## src/cfa_pkg.sv

```systemverilog
// constants and types for the condition code and address generation slice
package cfa_pkg;

  // ***************
  // register map
  // ***************
  localparam logic [3:0] ADDR_CCR    = 4'h0;
  localparam logic [3:0] ADDR_BANK   = 4'h1;
  localparam logic [3:0] ADDR_IDX_X  = 4'h2;
  localparam logic [3:0] ADDR_IDX_Y  = 4'h3;
  localparam logic [3:0] ADDR_IDX_Z  = 4'h4;
  localparam logic [3:0] ADDR_ACC_E  = 4'h5;
  localparam logic [3:0] ADDR_PC     = 4'h6;
  localparam logic [3:0] ADDR_AM_LO  = 4'h7;
  localparam logic [3:0] ADDR_AM_MID = 4'h8;
  localparam logic [3:0] ADDR_AM_HI  = 4'h9;
  localparam logic [3:0] ADDR_STATUS = 4'ha;

  // ***************
  // condition code layout
  // ***************
  localparam int CCR_S   = 15;
  localparam int CCR_MV  = 14;
  localparam int CCR_H   = 13;
  localparam int CCR_EV  = 12;
  localparam int CCR_N   = 11;
  localparam int CCR_Z   = 10;
  localparam int CCR_V   = 9;
  localparam int CCR_C   = 8;
  localparam int CCR_INT = 5;
  localparam int CCR_SM  = 4;
  localparam int CCR_PK  = 0;

  // bank register: ek in [15:12], xk [11:8], yk [7:4], zk [3:0]
  localparam int BANK_EK = 12;
  localparam int BANK_XK = 8;
  localparam int BANK_YK = 4;
  localparam int BANK_ZK = 0;

  // ***************
  // reset values
  // ***************
  localparam logic [15:0] CCR_RESET  = 16'h80e0;
  localparam logic [15:0] BANK_RESET = 16'h0000;
  localparam logic [15:0] WORD_RESET = 16'h0000;

  // ***************
  // saturation values
  // ***************
  localparam logic [31:0] SAT_POS_EXT = 32'h7fffffff;
  localparam logic [31:0] SAT_NEG_EXT = 32'h80000000;
  localparam logic [15:0] SAT_POS_RND = 16'h7fff;
  localparam logic [15:0] SAT_NEG_RND = 16'h8000;

  // ***************
  // enumerations
  // ***************
  typedef enum logic [2:0] {
    ALU_ADD = 3'b000,
    ALU_ADC = 3'b001,
    ALU_SUB = 3'b010,
    ALU_SBC = 3'b011,
    ALU_ASL = 3'b100,
    ALU_ROL = 3'b101,
    ALU_LSR = 3'b110,
    ALU_ROR = 3'b111
  } cfa_alu_op_t;

  typedef enum logic [3:0] {
    EA_IMM     = 4'b0000,
    EA_EXT     = 4'b0001,
    EA_IND8    = 4'b0010,
    EA_IND16   = 4'b0011,
    EA_IND20   = 4'b0100,
    EA_ACCOFF  = 4'b0101,
    EA_REL8    = 4'b0110,
    EA_REL16   = 4'b0111,
    EA_POSTMOD = 4'b1000
  } cfa_ea_mode_t;

  localparam logic [1:0] IDX_X = 2'h0;
  localparam logic [1:0] IDX_Y = 2'h1;
  localparam logic [1:0] IDX_Z = 2'h2;

  typedef enum logic {
    XF_IDLE   = 1'b0,
    XF_SECOND = 1'b1
  } cfa_xfer_state_t;

endpackage : cfa_pkg

```

## src/cfa_core.sv

```systemverilog
// condition code register, mac flags and effective address generation
// *****************************************************************************
// How it works
// - stop bit clear halts clock, set is no-op
// - mac overflow flag on overflow into bit 35
// - half carry from bit 3 on byte add
// - extension overflow flag on overflow into bit 31
// - n from result msb, z on all-zero result
// - v on two's complement signed overflow, n xor c on shifts
// - carry from arithmetic, shifted through on shifts
// - three-bit mask holds level 0 to 7
// - saturate mode clamps mac reads after overflow
// - pc extension above pc gives 20 bits
// - bytes anywhere, word at lower byte address
// - instruction fetches always word aligned
// - misaligned word becomes two byte transfers
// - upper address carries in immediate and indexed modes and on a split word's second byte, bank field stays
// - immediate is next byte; short add sign-extends
// - extended mode joins ek with operand word
// - 8-bit indexed adds unsigned byte offset
// - 16-bit indexed adds signed word offset
// - 20-bit indexed adds signed 20-bit offset
// - accumulator offset adds e to index
// - taken branch adds signed offset to pc
// - memory move uses x then adds offset
// *****************************************************************************
module cfa_core (
  input  wire logic        i_clock,
  input  wire logic        i_resetn,
  // register port
  input  wire logic [3:0]  i_reg_addr,
  input  wire logic [15:0] i_reg_wdata,
  input  wire logic        i_reg_write,
  input  wire logic        i_reg_read,
  output logic      [15:0] o_reg_rdata,
  // alu result port
  input  wire logic        i_alu_valid,
  input  wire logic [2:0]  i_alu_op,
  input  wire logic        i_alu_byte,
  input  wire logic        i_alu_sext8,
  input  wire logic [15:0] i_alu_a,
  input  wire logic [15:0] i_alu_b,
  output logic      [15:0] o_alu_result,
  // mac port
  input  wire logic        i_mac_valid,
  input  wire logic [35:0] i_mac_addend,
  input  wire logic        i_mac_read,
  input  wire logic        i_mac_read_ext,
  output logic      [31:0] o_mac_data,
  output logic             o_mac_data_valid,
  // low power stop
  input  wire logic        i_low_power_stop_instr,
  input  wire logic        i_wake,
  output logic             o_clock_stop,
  output logic      [2:0]  o_int_level,
  output logic      [19:0] o_pc_addr,
  // effective address request
  input  wire logic        i_ea_valid,
  input  wire logic [3:0]  i_ea_mode,
  input  wire logic [1:0]  i_ea_index,
  input  wire logic [19:0] i_ea_operand,
  input  wire logic        i_ea_word,
  input  wire logic        i_ea_fetch,
  output logic             o_ea_busy,
  output logic             o_xfer_valid,
  output logic      [19:0] o_xfer_addr,
  output logic             o_xfer_word
);

  // *****************************************************************************
  // state
  // *****************************************************************************
  logic [15:0] ccr_r, bank_r, ix_r, iy_r, iz_r, acc_e_r, pc_r;
  logic [35:0] am_r;
  logic        sign_before_r;
  logic        stop_r;
  logic [15:0] rdata_r;
  logic [31:0] mac_data_r;
  logic        mac_valid_r;
  cfa_pkg::cfa_xfer_state_t xf_state_r;
  logic [19:0] xf_addr_r;
  logic        xf_valid_r;
  logic        xf_word_r;

  // *****************************************************************************
  // alu datapath
  // *****************************************************************************
  wire [15:0] alu_b    = i_alu_sext8 ? {{8{i_alu_b[7]}}, i_alu_b[7:0]} : i_alu_b;
  wire        op_adc   = (i_alu_op == cfa_pkg::ALU_ADC) || (i_alu_op == cfa_pkg::ALU_SBC);
  wire        c_in     = ccr_r[cfa_pkg::CCR_C];
  wire        a_cin    = op_adc & c_in;
  wire        is_sub   = (i_alu_op == cfa_pkg::ALU_SUB) || (i_alu_op == cfa_pkg::ALU_SBC);
  wire        is_shift = i_alu_op[2];
  wire [16:0] add_w    = {1'b0, i_alu_a} + {1'b0, alu_b} + {16'h0000, a_cin};
  wire [16:0] sub_w    = {1'b0, i_alu_a} - {1'b0, alu_b} - {16'h0000, a_cin};
  wire [8:0]  add_b    = {1'b0, i_alu_a[7:0]} + {1'b0, alu_b[7:0]} + {8'h00, a_cin};
  wire [8:0]  sub_b    = {1'b0, i_alu_a[7:0]} - {1'b0, alu_b[7:0]} - {8'h00, a_cin};
  wire [4:0]  half_sum = {1'b0, i_alu_a[3:0]} + {1'b0, alu_b[3:0]} + {4'h0, a_cin};
  wire        rot_in   = i_alu_op[0] & c_in;
  wire [15:0] src      = i_alu_byte ? {8'h00, i_alu_a[7:0]} : i_alu_a;
  wire        src_msb  = i_alu_byte ? i_alu_a[7] : i_alu_a[15];
  wire [15:0] shl      = i_alu_byte ? {8'h00, i_alu_a[6:0], rot_in} : {i_alu_a[14:0], rot_in};
  wire [15:0] shr      = i_alu_byte ? {8'h00, rot_in, i_alu_a[7:1]} : {rot_in, i_alu_a[15:1]};
  wire [15:0] arith_r  = i_alu_byte ? {8'h00, is_sub ? sub_b[7:0] : add_b[7:0]}
                                    : (is_sub ? sub_w[15:0] : add_w[15:0]);
  wire        arith_c  = i_alu_byte ? (is_sub ? sub_b[8] : add_b[8])
                                    : (is_sub ? sub_w[16] : add_w[16]);
  wire [15:0] alu_res  = !is_shift ? arith_r : (i_alu_op[1] ? shr : shl);
  wire        alu_c    = !is_shift ? arith_c : (i_alu_op[1] ? src[0] : src_msb);
  wire        res_msb  = i_alu_byte ? alu_res[7] : alu_res[15];
  wire        res_zero = i_alu_byte ? (alu_res[7:0] == 8'h00) : (alu_res == 16'h0000);
  wire        b_msb    = i_alu_byte ? alu_b[7] : alu_b[15];
  wire        ar_ovf   = is_sub ? (src_msb != b_msb) && (res_msb != src_msb)
                                : (src_msb == b_msb) && (res_msb != src_msb);
  wire        alu_v    = is_shift ? (res_msb ^ alu_c) : ar_ovf;
  wire        h_upd    = i_alu_byte && !is_shift && !is_sub;

  // *****************************************************************************
  // mac accumulate and saturated read
  // *****************************************************************************
  wire [36:0] mac_sum  = {am_r[35], am_r} + {i_mac_addend[35], i_mac_addend};
  wire [35:0] am_nxt   = mac_sum[35:0];
  wire        mv_evt   = mac_sum[36] ^ mac_sum[35];
  wire        ev_evt   = !((am_nxt[35:31] == 5'h00) || (am_nxt[35:31] == 5'h1f));
  wire        ovf_any  = ccr_r[cfa_pkg::CCR_MV] | ccr_r[cfa_pkg::CCR_EV];
  wire        sat_on   = ccr_r[cfa_pkg::CCR_SM] & ovf_any;
  wire [15:0] rnd_val  = am_r[31:16] + {15'h0000, am_r[15]};
  wire [31:0] sat_ext  = sign_before_r ? cfa_pkg::SAT_NEG_EXT : cfa_pkg::SAT_POS_EXT;
  wire [15:0] sat_rnd  = sign_before_r ? cfa_pkg::SAT_NEG_RND : cfa_pkg::SAT_POS_RND;
  wire [31:0] mac_rd   = i_mac_read_ext ? (sat_on ? sat_ext : am_r[31:0])
                                        : {16'h0000, sat_on ? sat_rnd : rnd_val};

  // *****************************************************************************
  // condition code next value
  // *****************************************************************************
  wire        wr_ccr   = i_reg_write && (i_reg_addr == cfa_pkg::ADDR_CCR);
  wire [15:0] ccr_sw   = wr_ccr ? i_reg_wdata : ccr_r;
  logic [15:0] ccr_nxt;
  always_comb begin
    ccr_nxt = ccr_sw;
    // hardware updates follow the software write so that a same-cycle event is kept
    if (i_alu_valid) begin
      ccr_nxt[cfa_pkg::CCR_N] = res_msb;
      ccr_nxt[cfa_pkg::CCR_Z] = res_zero;
      ccr_nxt[cfa_pkg::CCR_V] = alu_v;
      ccr_nxt[cfa_pkg::CCR_C] = alu_c;
      if (h_upd) begin
        ccr_nxt[cfa_pkg::CCR_H] = half_sum[4];
      end
    end
    if (i_mac_valid) begin
      ccr_nxt[cfa_pkg::CCR_MV] = ccr_sw[cfa_pkg::CCR_MV] | mv_evt;
      ccr_nxt[cfa_pkg::CCR_EV] = ev_evt;
    end
  end
  wire sign_cap = i_mac_valid && (mv_evt || ev_evt) && !ovf_any;

  // *****************************************************************************
  // effective address generation
  // *****************************************************************************
  wire [3:0]  ek      = bank_r[cfa_pkg::BANK_EK +: 4];
  wire [3:0]  xk      = bank_r[cfa_pkg::BANK_XK +: 4];
  wire [3:0]  pk      = ccr_r[cfa_pkg::CCR_PK +: 4];
  wire [19:0] full_x  = {xk, ix_r};
  wire [19:0] full_y  = {bank_r[cfa_pkg::BANK_YK +: 4], iy_r};
  wire [19:0] full_z  = {bank_r[cfa_pkg::BANK_ZK +: 4], iz_r};
  wire [19:0] idx_sel = (i_ea_index == cfa_pkg::IDX_Y) ? full_y
                      : (i_ea_index == cfa_pkg::IDX_Z) ? full_z : full_x;
  wire [15:0] sext8   = {{8{i_ea_operand[7]}}, i_ea_operand[7:0]};
  wire [15:0] pc_rel  = pc_r + ((i_ea_mode == cfa_pkg::EA_REL8) ? sext8 : i_ea_operand[15:0]);
  wire [19:0] pc_full = {pk, pc_r};
  logic [19:0] ea;
  always_comb begin
    unique case (cfa_pkg::cfa_ea_mode_t'(i_ea_mode))
      cfa_pkg::EA_IMM:     ea = pc_full + i_ea_operand;
      cfa_pkg::EA_EXT:     ea = {ek, i_ea_operand[15:0]};
      cfa_pkg::EA_IND8:    ea = idx_sel + {12'h000, i_ea_operand[7:0]};
      cfa_pkg::EA_IND16:   ea = idx_sel + {{4{i_ea_operand[15]}}, i_ea_operand[15:0]};
      cfa_pkg::EA_IND20:   ea = idx_sel + i_ea_operand;
      cfa_pkg::EA_ACCOFF:  ea = idx_sel + {4'h0, acc_e_r};
      cfa_pkg::EA_REL8,
      cfa_pkg::EA_REL16:   ea = {pk, pc_rel};
      cfa_pkg::EA_POSTMOD: ea = full_x;
      default:             ea = pc_full;
    endcase
  end

  // carry out of bit 15 moves ea[19:16] in the immediate and indexed modes while the bank fields stay put; relative modes keep pk
  wire        ea_take  = i_ea_valid && (xf_state_r == cfa_pkg::XF_IDLE);
  wire        ea_split = i_ea_word && !i_ea_fetch && ea[0];
  wire [19:0] ea_first = i_ea_fetch ? {ea[19:1], 1'b0} : ea;
  wire [19:0] ea_next  = xf_addr_r + 20'h00001;
  wire        is_rel   = (i_ea_mode == cfa_pkg::EA_REL8) || (i_ea_mode == cfa_pkg::EA_REL16);
  wire        is_pm    = (i_ea_mode == cfa_pkg::EA_POSTMOD);

  // *****************************************************************************
  // register read decode
  // *****************************************************************************
  wire [15:0] status_w = {14'h0000, xf_state_r == cfa_pkg::XF_SECOND, stop_r};
  logic [15:0] rd_mux;
  always_comb begin
    unique case (i_reg_addr)
      cfa_pkg::ADDR_CCR:    rd_mux = ccr_r;
      cfa_pkg::ADDR_BANK:   rd_mux = bank_r;
      cfa_pkg::ADDR_IDX_X:  rd_mux = ix_r;
      cfa_pkg::ADDR_IDX_Y:  rd_mux = iy_r;
      cfa_pkg::ADDR_IDX_Z:  rd_mux = iz_r;
      cfa_pkg::ADDR_ACC_E:  rd_mux = acc_e_r;
      cfa_pkg::ADDR_PC:     rd_mux = pc_r;
      cfa_pkg::ADDR_AM_LO:  rd_mux = am_r[15:0];
      cfa_pkg::ADDR_AM_MID: rd_mux = am_r[31:16];
      cfa_pkg::ADDR_AM_HI:  rd_mux = {12'h000, am_r[35:32]};
      cfa_pkg::ADDR_STATUS: rd_mux = status_w;
      default:              rd_mux = 16'h0000;
    endcase
  end

  wire wr_bank = i_reg_write && (i_reg_addr == cfa_pkg::ADDR_BANK);
  wire wr_ix   = i_reg_write && (i_reg_addr == cfa_pkg::ADDR_IDX_X);
  wire wr_iy   = i_reg_write && (i_reg_addr == cfa_pkg::ADDR_IDX_Y);
  wire wr_iz   = i_reg_write && (i_reg_addr == cfa_pkg::ADDR_IDX_Z);
  wire wr_e    = i_reg_write && (i_reg_addr == cfa_pkg::ADDR_ACC_E);
  wire wr_pc   = i_reg_write && (i_reg_addr == cfa_pkg::ADDR_PC);
  // post-modify wraps inside ix; xk is not touched
  wire [15:0] ix_nxt = (ea_take && is_pm) ? ix_r + sext8 : (wr_ix ? i_reg_wdata : ix_r);
  wire [15:0] pc_nxt = (ea_take && is_rel) ? pc_rel : (wr_pc ? i_reg_wdata : pc_r);
  wire        stop_nxt = i_wake ? 1'b0
                       : ((i_low_power_stop_instr && !ccr_r[cfa_pkg::CCR_S]) ? 1'b1 : stop_r);

  // *****************************************************************************
  // registers
  // *****************************************************************************
  always_ff @(posedge i_clock or negedge i_resetn) begin
    if (!i_resetn) begin
      ccr_r         <= cfa_pkg::CCR_RESET;
      bank_r        <= cfa_pkg::BANK_RESET;
      ix_r          <= cfa_pkg::WORD_RESET;
      iy_r          <= cfa_pkg::WORD_RESET;
      iz_r          <= cfa_pkg::WORD_RESET;
      acc_e_r       <= cfa_pkg::WORD_RESET;
      pc_r          <= cfa_pkg::WORD_RESET;
    end else begin
      ccr_r         <= ccr_nxt;
      bank_r        <= wr_bank ? i_reg_wdata : bank_r;
      ix_r          <= ix_nxt;
      iy_r          <= wr_iy ? i_reg_wdata : iy_r;
      iz_r          <= wr_iz ? i_reg_wdata : iz_r;
      acc_e_r       <= wr_e ? i_reg_wdata : acc_e_r;
      pc_r          <= pc_nxt;
    end
  end

  always_ff @(posedge i_clock or negedge i_resetn) begin
    if (!i_resetn) begin
      am_r          <= 36'h000000000;
      sign_before_r <= 1'b0;
      stop_r        <= 1'b0;
      rdata_r       <= 16'h0000;
      mac_data_r    <= 32'h00000000;
      mac_valid_r   <= 1'b0;
      o_alu_result  <= 16'h0000;
    end else begin
      am_r          <= i_mac_valid ? am_nxt : am_r;
      sign_before_r <= sign_cap ? am_r[35] : sign_before_r;
      stop_r        <= stop_nxt;
      rdata_r       <= i_reg_read ? rd_mux : 16'h0000;
      mac_data_r    <= i_mac_read ? mac_rd : mac_data_r;
      mac_valid_r   <= i_mac_read;
      o_alu_result  <= i_alu_valid ? alu_res : o_alu_result;
    end
  end

  // two-step transfer: second byte of a misaligned word follows the first
  always_ff @(posedge i_clock or negedge i_resetn) begin
    if (!i_resetn) begin
      xf_state_r    <= cfa_pkg::XF_IDLE;
      xf_addr_r     <= 20'h00000;
      xf_valid_r    <= 1'b0;
      xf_word_r     <= 1'b0;
    end else begin
      unique case (xf_state_r)
        cfa_pkg::XF_IDLE: begin
          xf_valid_r <= ea_take;
          xf_addr_r  <= ea_take ? ea_first : xf_addr_r;
          xf_word_r  <= ea_take && (i_ea_word || i_ea_fetch) && !ea_split;
          xf_state_r <= (ea_take && ea_split) ? cfa_pkg::XF_SECOND : cfa_pkg::XF_IDLE;
        end
        cfa_pkg::XF_SECOND: begin
          xf_valid_r <= 1'b1;
          xf_addr_r  <= ea_next;
          xf_word_r  <= 1'b0;
          xf_state_r <= cfa_pkg::XF_IDLE;
        end
      endcase
    end
  end

  assign o_reg_rdata      = rdata_r;
  assign o_mac_data       = mac_data_r;
  assign o_mac_data_valid = mac_valid_r;
  assign o_clock_stop     = stop_r;
  assign o_int_level      = ccr_r[cfa_pkg::CCR_INT +: 3];
  assign o_pc_addr        = pc_full;
  assign o_ea_busy        = (xf_state_r == cfa_pkg::XF_SECOND);
  assign o_xfer_valid     = xf_valid_r;
  assign o_xfer_addr      = xf_addr_r;
  assign o_xfer_word      = xf_word_r;
endmodule : cfa_core

```

## config.mk

```make
export PLATFORM = sky130hd
export DESIGN_NAME = cfa_core
export DESIGN_NICKNAME = d
export VERILOG_FILES = /design/src/cfa_pkg.sv /design/src/cfa_core.sv
export SDC_FILE = /design/constraint.sdc
export NUM_CORES = 1
export LEC_CHECK = 0
export BUFFER_PORTS_ARGS = -buffer_cell sky130_fd_sc_hd__buf_4
export CAP_MARGIN = 20
export CORE_MARGIN = 2
export CORE_UTILIZATION = 45
export DETAILED_ROUTE_END_ITERATION = 8
export PLACE_DENSITY_LB_ADDON = 0.12
export SYNTH_ARGS = -nofsm -noshare
export SYNTH_HDL_FRONTEND = slang
export SYNTH_SLANG_ARGS = --single-unit
```

## constraint.sdc

```tcl
create_clock -name i_clock -period 5.1 [get_ports i_clock]
set_clock_uncertainty 0.2 [all_clocks]
set_input_delay 1.02 -clock i_clock [delete_from_list [all_inputs] [get_ports i_clock]]
set_output_delay 1.02 -clock i_clock [all_outputs]
set_load 0.01 [all_outputs]
```

; Yosys cells after proc, flatten, opt, wreduce, memory -nomap -nowiden
; Cells that the tools add are included.
[word_totals]
elab_cells = 172
input_bits = 132
reg_bits = 238
output_inout_bits = 112
[op_classes]
n_mux = 49
bitwise_logic = 8
add_sub_neg = 20
reduce_logical = 46
n_eq_ne = 28
[op_table]
columns = op, count
row1 = $mux W16, 15
row2 = $pmux W16 S11, 1
row3 = $pmux W20 S8, 1
row4 = $mux W32, 3
row5 = $add A20 B20 Y20, 3
row6 = $mux W20, 3
row7 = $pmux W20 S2, 1
row8 = $add A36 B36 Y37, 1
row9 = $add A16 B16 Y16, 2
row10 = $eq A4 B3 Y1 const B, 8
row11 = $logic_and A1 B1 Y1, 22
row12 = $add A20 B1 Y20 const B, 1
row13 = $add A20 B16 Y20, 1
row14 = $add A20 B8 Y20, 1
row15 = $mux W1, 19
row16 = $add A16 B16 Y17, 1
row17 = $add A17 B1 Y17, 1
row18 = $sub A16 B16 Y17, 1
row19 = $sub A17 B1 Y17, 1
row20 = $add A16 B1 Y16, 1
row21 = $eq A4 B2 Y1 const B, 4
row22 = $eq A4 B4 Y1 const B, 4
row23 = $logic_not A16 Y1, 1
row24 = $mux W15, 1
row25 = other kinds (29), 54

; Depth between registers and ports, before layout
; Gate-level depths: netlist (run 1).
[depth]
word_depth = 13
ltp_mapped = 20
depth_no_buf = 19

; Worst setup path before layout (run 1)
; Ideal clock, no wire load.
[synth_path]
kind = input to register
from = in i_alu_op[2]
to = reg ccr_r[10]
cell_stages = 18
t_required_ns = 4.834
t_arrival_ns = 5.231
path_buffers = 2
setup_time_ns = 0.066
path_slack_ns = -0.398
cell_sequence = clkbuf_1 > clkbuf_1 > or2_2 > inv_1 > fa_1 > inv_1 > ha_1 > or2_2 > fa_1 > nand2b_1 > a21o_1 > xor2_1 > mux4_2 > or4_1 > nor4_1 > nand2b_1 > nor4_1 > a41o_1
[synth_between]
elab_chain_len = 10
elab_cells_between_ends = 18
classes_between = add/sub (4) / eq/ne (3) / mux (6) / bitwise (1) / reduce/logical (4)
[synth_lines]
columns = item, line
row1 = from (decl), cfa_core.sv:38  ; input wire logic [2:0] i_alu_op,
row2 = $eq A3 B1 Y1 / $eq A3 B2 Y1 (equally long branches), "cfa_core.sv:89, cfa_core.sv:92"
row3 = $logic_or A1 B1 Y1, cfa_core.sv:89  ; wire op_adc = (i_alu_op == cfa_pkg::ALU_ADC) || (i_alu_op == cfa_pkg::ALU_SBC);
row4 = $and A1 B1 Y1, cfa_core.sv:91  ; wire a_cin = op_adc & c_in;
row5 = $add A17 B1 Y17 (tied with other cells), cfa_core.sv:94  ; wire [16:0] add_w = {1'b0, i_alu_a} + {1'b0, alu_b} + {16'h0000, a_cin};
row6 = $mux W16 / $mux W8 (equally long branches), "cfa_core.sv:105, cfa_core.sv:104"
row7 = $mux W16, cfa_core.sv:104  ; wire [15:0] arith_r = i_alu_byte ? {8'h00, is_sub ? sub_b[7:0] : add_b[7:0]}
row8 = $mux W16 (*), cfa_core.sv:108  ; wire [15:0] alu_res = !is_shift ? arith_r : (i_alu_op[1] ? shr : shl);
row9 = $logic_not A16 Y1 / $logic_not A8 Y1 (equally long branches), cfa_core.sv:111  ; wire res_zero = i_alu_byte ? (alu_res[7:0] == 8'h00) : (alu_res == 16'h0000);
row10 = $mux W1 (*), cfa_core.sv:111
row11 = $mux W4 (*), cfa_core.sv:142  ; if (i_alu_valid) begin
row12 = to (signal assigned), cfa_core.sv:235  ; ccr_r <= cfa_pkg::CCR_RESET;
row13 = to (signal assigned), cfa_core.sv:243  ; ccr_r <= ccr_nxt;
row14 = to (decl), cfa_core.sv:73  ; logic [15:0] ccr_r, bank_r, ix_r, iy_r, iz_r, acc_e_r, pc_r;
; Every way passes the cells marked *; elsewhere a longest branch is shown, timed or not.
; A chain may end at the register's enable or synchronous reset.

; Worst setup path in the final report (run 1)
[layout_path]
from = in i_alu_op[0]
to = reg ccr_r[10]
; Same word-level chain as after synthesis.

==> results.json, run 1 <==
{
  "status": "completed",
  "cts_max_level": 1,
  "vias_per_cell": 6.06,
  "cts.sinks": 238,
  "core_area_sq_um": 43300,
  "ir_drop_uv": 228,
  "worst_slack_ns": 0.305,
  "pin_count": 244,
  "place_hpwl_um": 55100,
  "postCtsSetupRepairBufs": 0,
  "place_inst": 3044,
  "synth.top_cell.area_share_pct": 29.6,
  "insertion_delay_ns": 0.60,
  "final_cells": 3104,
  "hp-class": "in -> async",
  "cts-hold-fix-buffers": 0,
  "finalSetupTns_ns": 0,
  "synth_top_family_by_area": "compound AO/OA/AOI/OAI gates",
  "synth_xor_area_share_pct": 6.24,
  "ys_seq_area_share_pct": 30.1,
  "yosys_warnings": 0,
  "cts-buffers-inserted": 31,
  "rows": 76,
  "syn_inst": 2269,
  "antenna_left": 0,
  "fin_nets": 2777,
  "slew_headroom_pct": 24.5,
  "syn_nets": 2553,
  "fin_crit_sh_pct": 94.0,
  "synth-edff-count": 0,
  "ctsResizeCount": 0,
  "drc_errors": 0,
  "finalHoldViolations": 0,
  "timing.hold.ws_ns": 0.189,
  "tightest_slew_ns": 1.13,
  "drv_cap": 0,
  "dieArea_sq_um": 45700,
  "setup_viol": 0,
  "nFillCells": 4059,
  "cp.required_ns": 5.43,
  "powerDensity_nw_per_um2": 484,
  "leakagePower_uw": 0.0107,
  "regArea_sq_um": 5960,
  "rsz0062_at_grt": "false",
  "dr.pass1.iters": 8,
  "grt_pass1_wl_um": 110000,
  "yosys.cell_types.count": 83,
  "ys.flop_type": "dfrtp_1",
  "synth_area_sq_um": 19800,
  "first_iter_violations": 1651,
  "clockBufferDepth": 3,
  "synth_compound_area_share_pct": 23.7,
  "crit_type": "in -> reg",
  "synth-adder-area-share_pct": 9.92,
  "synth-seq-cells": 238,
  "grt_remaining_overflow": 0,
  "multiInputGateArea_sq_um": 12900,
  "fin_crit_ns": 4.79,
  "synthSimpleGateAreaFrac_pct": 13.7,
  "top_register": "am_r",
  "die_h_um": 214,
  "io_buffers": 243,
  "fmax_mhz": 209,
  "die_w_um": 214,
  "cp-start-kind": "input pin",
  "synthArstFlopShare_pct": 100,
  "area_delta_synth_final_pct": 19.1,
  "routed_wl_um": 72800,
  "place_congestion": 0.960,
  "muxShareOfSynthArea_pct": 11.6,
  "groute.usage.overall_pct": 31.6,
  "syn_avg_cell_area_sq_um": 8.72,
  "slew_violations": 0,
  "root_buffer": "clkbuf_16",
  "drive_gt1_share_pct": 21.4,
  "crit_fanout": 3,
  "end_kind": "flip-flop",
  "cts_tree": "yes",
  "wl_per_cell_um": 23.5,
  "initial_core_util_pct": 45.7,
  "place_ws_ns": -0.251,
  "clk_pin_slew_ns": 0.06,
  "cp.arrival_ns": 5.13,
  "yosysTopAreaCell": "dfrtp_1",
  "grt_max_degree": 83,
  "first_global_vias": 18302,
  "largest_reg_flops": 36,
  "synth_area_leaders": "dfrtp_1 30%, ha_1 9.1%, mux2_2 7.4%, a21oi_1 5.1%, o21ai_0 4.6%",
  "dr_total_vias": 18807,
  "grt_antenna_before_repair": 4
}
## power by group
group          switching, uW  internal, uW  total, uW
combinational           2980          2540       5520
clock                    960          1530       2490
sequential               934          2470       3400
total                   4870          6530      11400
## through the flow
stage	cell area (sq um)	util (%)	power [uW]
final	23600	54.5	11400
after global routing	23600	54.5	12100
after CTS	23600	54.4	11400
after detailed placement	22400	51.8	8820
after global placement	22400	51.8	8740
after floorplan	19800	-	6810
## cell families after synthesis
group	after synthesis
AO/OA/AOI/OAI	733
AND/OR/NAND/NOR	565
flip-flops	238
buffers and inverters	236
multiplexers	204
adder cells (fa/ha/maj)	152
XOR/XNOR	141
## synthesized netlist by cell type (all sizes together) (36+ instances only)
master  instances
dfrtp         234
a21oi         202
o21ai         189
nand2         166
nor2          152
ha            144
mux2          131
inv           120
clkbuf         98
xnor2          96
mux2i          66
nand3          46
xor2           45
a211oi         40
nor2b          39
nor3           37
a21o           36
## per-layer routing
metal | global-route usage [%] | routed length (um)
met3 | 5.48 | 5660
met1 | 42.6 | 30900
met4 | 11.6 | 2590
met2 | 51.0 | 33600
met5 | 0 | 49
## final cells by class
cell class,count,share of cell area (%)
Multi-Input combinational cell,1795,54.9
Sequential cell,238,25.3
Timing Repair Buffer,306,9.83
Clock buffer,41,3.75
Tap cell,585,3.11
Inverter,121,1.93
Clock inverter,17,1.14
Antenna cell,1,0.0106
## critical path: stages
cell,delay [ns]
buf_4,0.11
nand2_1,0.07
or2_4,0.13
inv_2,0.04
fa_1,0.55
inv_1,0.06
ha_1,0.18
or2_2,0.29
fa_2,0.34
nand2b_1,0.15
a21o_1,0.20
xor2_1,0.14
mux4_2,0.46
or4_1,0.43
nor4_1,0.19
buf_4,0.16
nand2b_1,0.05
nor4_1,0.31
a41o_1,0.24
## layout by cell type (no fill, tap or decap), types with 45 or more instances in the layout
cell / instances
ha_1: 143
nand3_1: 46
o21ai_0: 181
mux2i_1: 66
mux2_2: 130
xor2_1: 45
xnor2_1: 96
buf_4: 304
a21oi_1: 200
dfrtp_1: 234
inv_1: 119
nand2_1: 166
nor2_1: 151
## worst paths after layout
path,from,endpoint,slack (ns),cells past startpoint
max,i_alu_op[0],ccr_r[10],0.31,19
min,i_resetn,o_clock_stop,0.19,1
max reg2reg,ccr_r[8],ccr_r[10],0.38,17
min reg2reg,o_alu_result[1],o_alu_result[1],0.31,1
max in group asynchronous,i_resetn,o_alu_result[13],3.41,2
min in group i_clock,o_alu_result[1],o_alu_result[1],0.31,1
No activity file was read; power rests on OpenSTA's default activity.
==> inputs of run 2 (changes only) <==
CORE_UTILIZATION = 60   (was 45)
==> results.json, run 2 (synthesis gave the netlist of run 1 again) <==
{
  "sw_frac_of_total_pct": 43.9,
  "place_hpwl_um": 51300,
  "drc_errors": 0,
  "area_delta_synth_final_pct": 16.3,
  "drv_cap": 0,
  "antenna_left": 0,
  "grt_max_degree": 133,
  "dieArea_sq_um": 34400,
  "dr.pass1.iters": 7,
  "seq_power_share_pct": 31.1,
  "cts-hold-fix-buffers": 0,
  "grt_pass1_wl_um": 104000,
  "postCtsSetupRepairBufs": 0,
  "rows": 66,
  "grt_antenna_before_repair": 2,
  "wl_per_cell_um": 23.1,
  "grt_remaining_overflow": 0,
  "finalHoldViolations": 0,
  "holdPathStages": 1,
  "cp.arrival_ns": 4.97,
  "root_buffer": "clkbuf_16",
  "setup_viol": 0,
  "p_comb_share_pct": 50.7,
  "nFillCells": 2689,
  "ir_drop_uv": 477,
  "io_buffers": 243,
  "first_global_vias": 18644,
  "top_register": "am_r",
  "first_iter_violations": 2079,
  "tightest_slew_ns": 1.05,
  "fin_crit_ns": 4.68,
  "total_power_uw": 10900,
  "worst_slack_ns": 0.418,
  "vias_per_cell": 6.60,
  "critical_path.slowest_cell": "fa_1",
  "rsz0062_at_grt": "false",
  "routed_wl_um": 67800,
  "hp-class": "reg -> reg",
  "initial_core_util_pct": 60.8,
  "worstPathCellList": "buf_4 -> nand2_1 -> or2_4 -> inv_2 -> fa_1 -> inv_1 -> ha_1 -> or2_2 -> fa_2 -> nand2b_1 -> a21o_1 -> xor2_1 -> mux4_2 -> or4_1 -> nor4_1 -> nand2b_1 -> nor4_1 -> a41o_1",
  "insertion_delay_ns": 0.57,
  "place_ws_ns": -0.134,
  "mostFrequentLayoutCells": "287 x buf_4, 234 x dfrtp_1, 200 x a21oi_1",
  "clk_pin_slew_ns": 0.06,
  "die_h_um": 186,
  "slew_headroom_pct": 30.2,
  "slew_violations": 0,
  "groute.usage.overall_pct": 38.9,
  "dr_total_vias": 19400,
  "core_area_sq_um": 32500,
  "largest_reg_flops": 36,
  "finalSetupTns_ns": 0,
  "cts.sinks": 238,
  "p_clk_share_pct": 18.2,
  "powerDensity_nw_per_um2": 474,
  "fin_crit_sh_pct": 91.8,
  "final_common_cell": "buf_4",
  "fin_nets": 2758,
  "cts_tree": "yes",
  "place_congestion": 1.03,
  "fmax_mhz": 214,
  "cp.required_ns": 5.39,
  "diodes": 0,
  "leakagePower_uw": 0.0105,
  "r2r_cells": 16,
  "crit_type": "in -> reg",
  "final_core_util_pct": 70.7,
  "internal_power_uw": 6120,
  "pin_count": 244,
  "p_sw_uw": 4790,
  "crit_fanout": 3,
  "ctsResizeCount": 0,
  "cts_max_level": 1,
  "slowest_delay_ns": 0.55,
  "clockBufferDepth": 3,
  "drive_gt1_share_pct": 20.5,
  "die_w_um": 186,
  "end_kind": "flip-flop",
  "cp-start-kind": "input pin",
  "status": "completed",
  "cts-buffers-inserted": 29
}
[run 2: cell types whose count changed in the layout (fill, tap and decap cells not counted), sizes merged]
cell / delta
bufinv: -5
diode: -1
buf: -17
clkbuf: -2
clkinv: +2
[run 2: area by class of cell]
type	count	area [sq um]	share of cell area (%)
Multi-Input combinational cell	1795	12900	56.3
Sequential cell	238	5960	25.9
Timing Repair Buffer	289	2190	9.52
Clock buffer	39	793	3.45
Tap cell	442	553	2.40
Inverter	121	454	1.97
Clock inverter	14	105	0.457
[run 2: critical path: cells and delay by family]
kind | cells | cell delay, ns
and+or+nand+nor | 8 | 1.64
adders and majority gates | 3 | 1.08
muxes | 1 | 0.46
AOI/OAI and AO/OA | 2 | 0.40
buffers and inverters | 3 | 0.21
xor gates and xnor gates | 1 | 0.14
[run 2: per-layer routing]
| layer | part of all wire, % | GRT usage [%] | up-vias |
|---|---|---|---|
| met1 | 40 | 52.2 | 9289 |
| met5 | 0.019 | 0 | - |
| met3 | 9.8 | 6.59 | 244 |
| met4 | 5.5 | 19.1 | 2 |
| met2 | 44 | 60.8 | 1116 |
| li1 | - | - | 8749 |
[run 2: path summary, 6_finish.rpt]
| check | from | to | slack, ns |
|---|---|---|---|
| worst max-delay path | i_alu_op[0] | ccr_r[10] | 0.42 |
| worst min-delay path | o_alu_result[9] | o_alu_result[9] | 0.31 |
| worst max register to register | ccr_r[8] | ccr_r[10] | 0.48 |
| worst min register to register | o_alu_result[9] | o_alu_result[9] | 0.31 |
| max in group asynchronous | i_resetn | ccr_r[5] | 3.19 |
| min in group asynchronous | i_resetn | o_mac_data[9] | 0.41 |
[run 2: through the flow]
stage / instance area, sq um / hold WS [ns] / cells
2_1_floorplan: 19800 / 0.287 / 2269
3_3_place_gp: 22100 / 0.293 / 2884
3_5_place_dp: 22100 / 0.297 / 2884
4_1_cts: 23000 / 0.311 / 2937
5_1_grt: 23000 / 0.330 / 2938
6_report: 23000 / 0.308 / 2938
[run 2: power groups by stage]
stage               clock (uW)  sequential [uW]  combinational, uW
floorplan                    0             3070               3750
global placement             0             3350               5220
detailed placement           0             3380               5370
CTS                       2000             3350               5420
global route              2070             3420               6020
finish                    1990             3390               5530
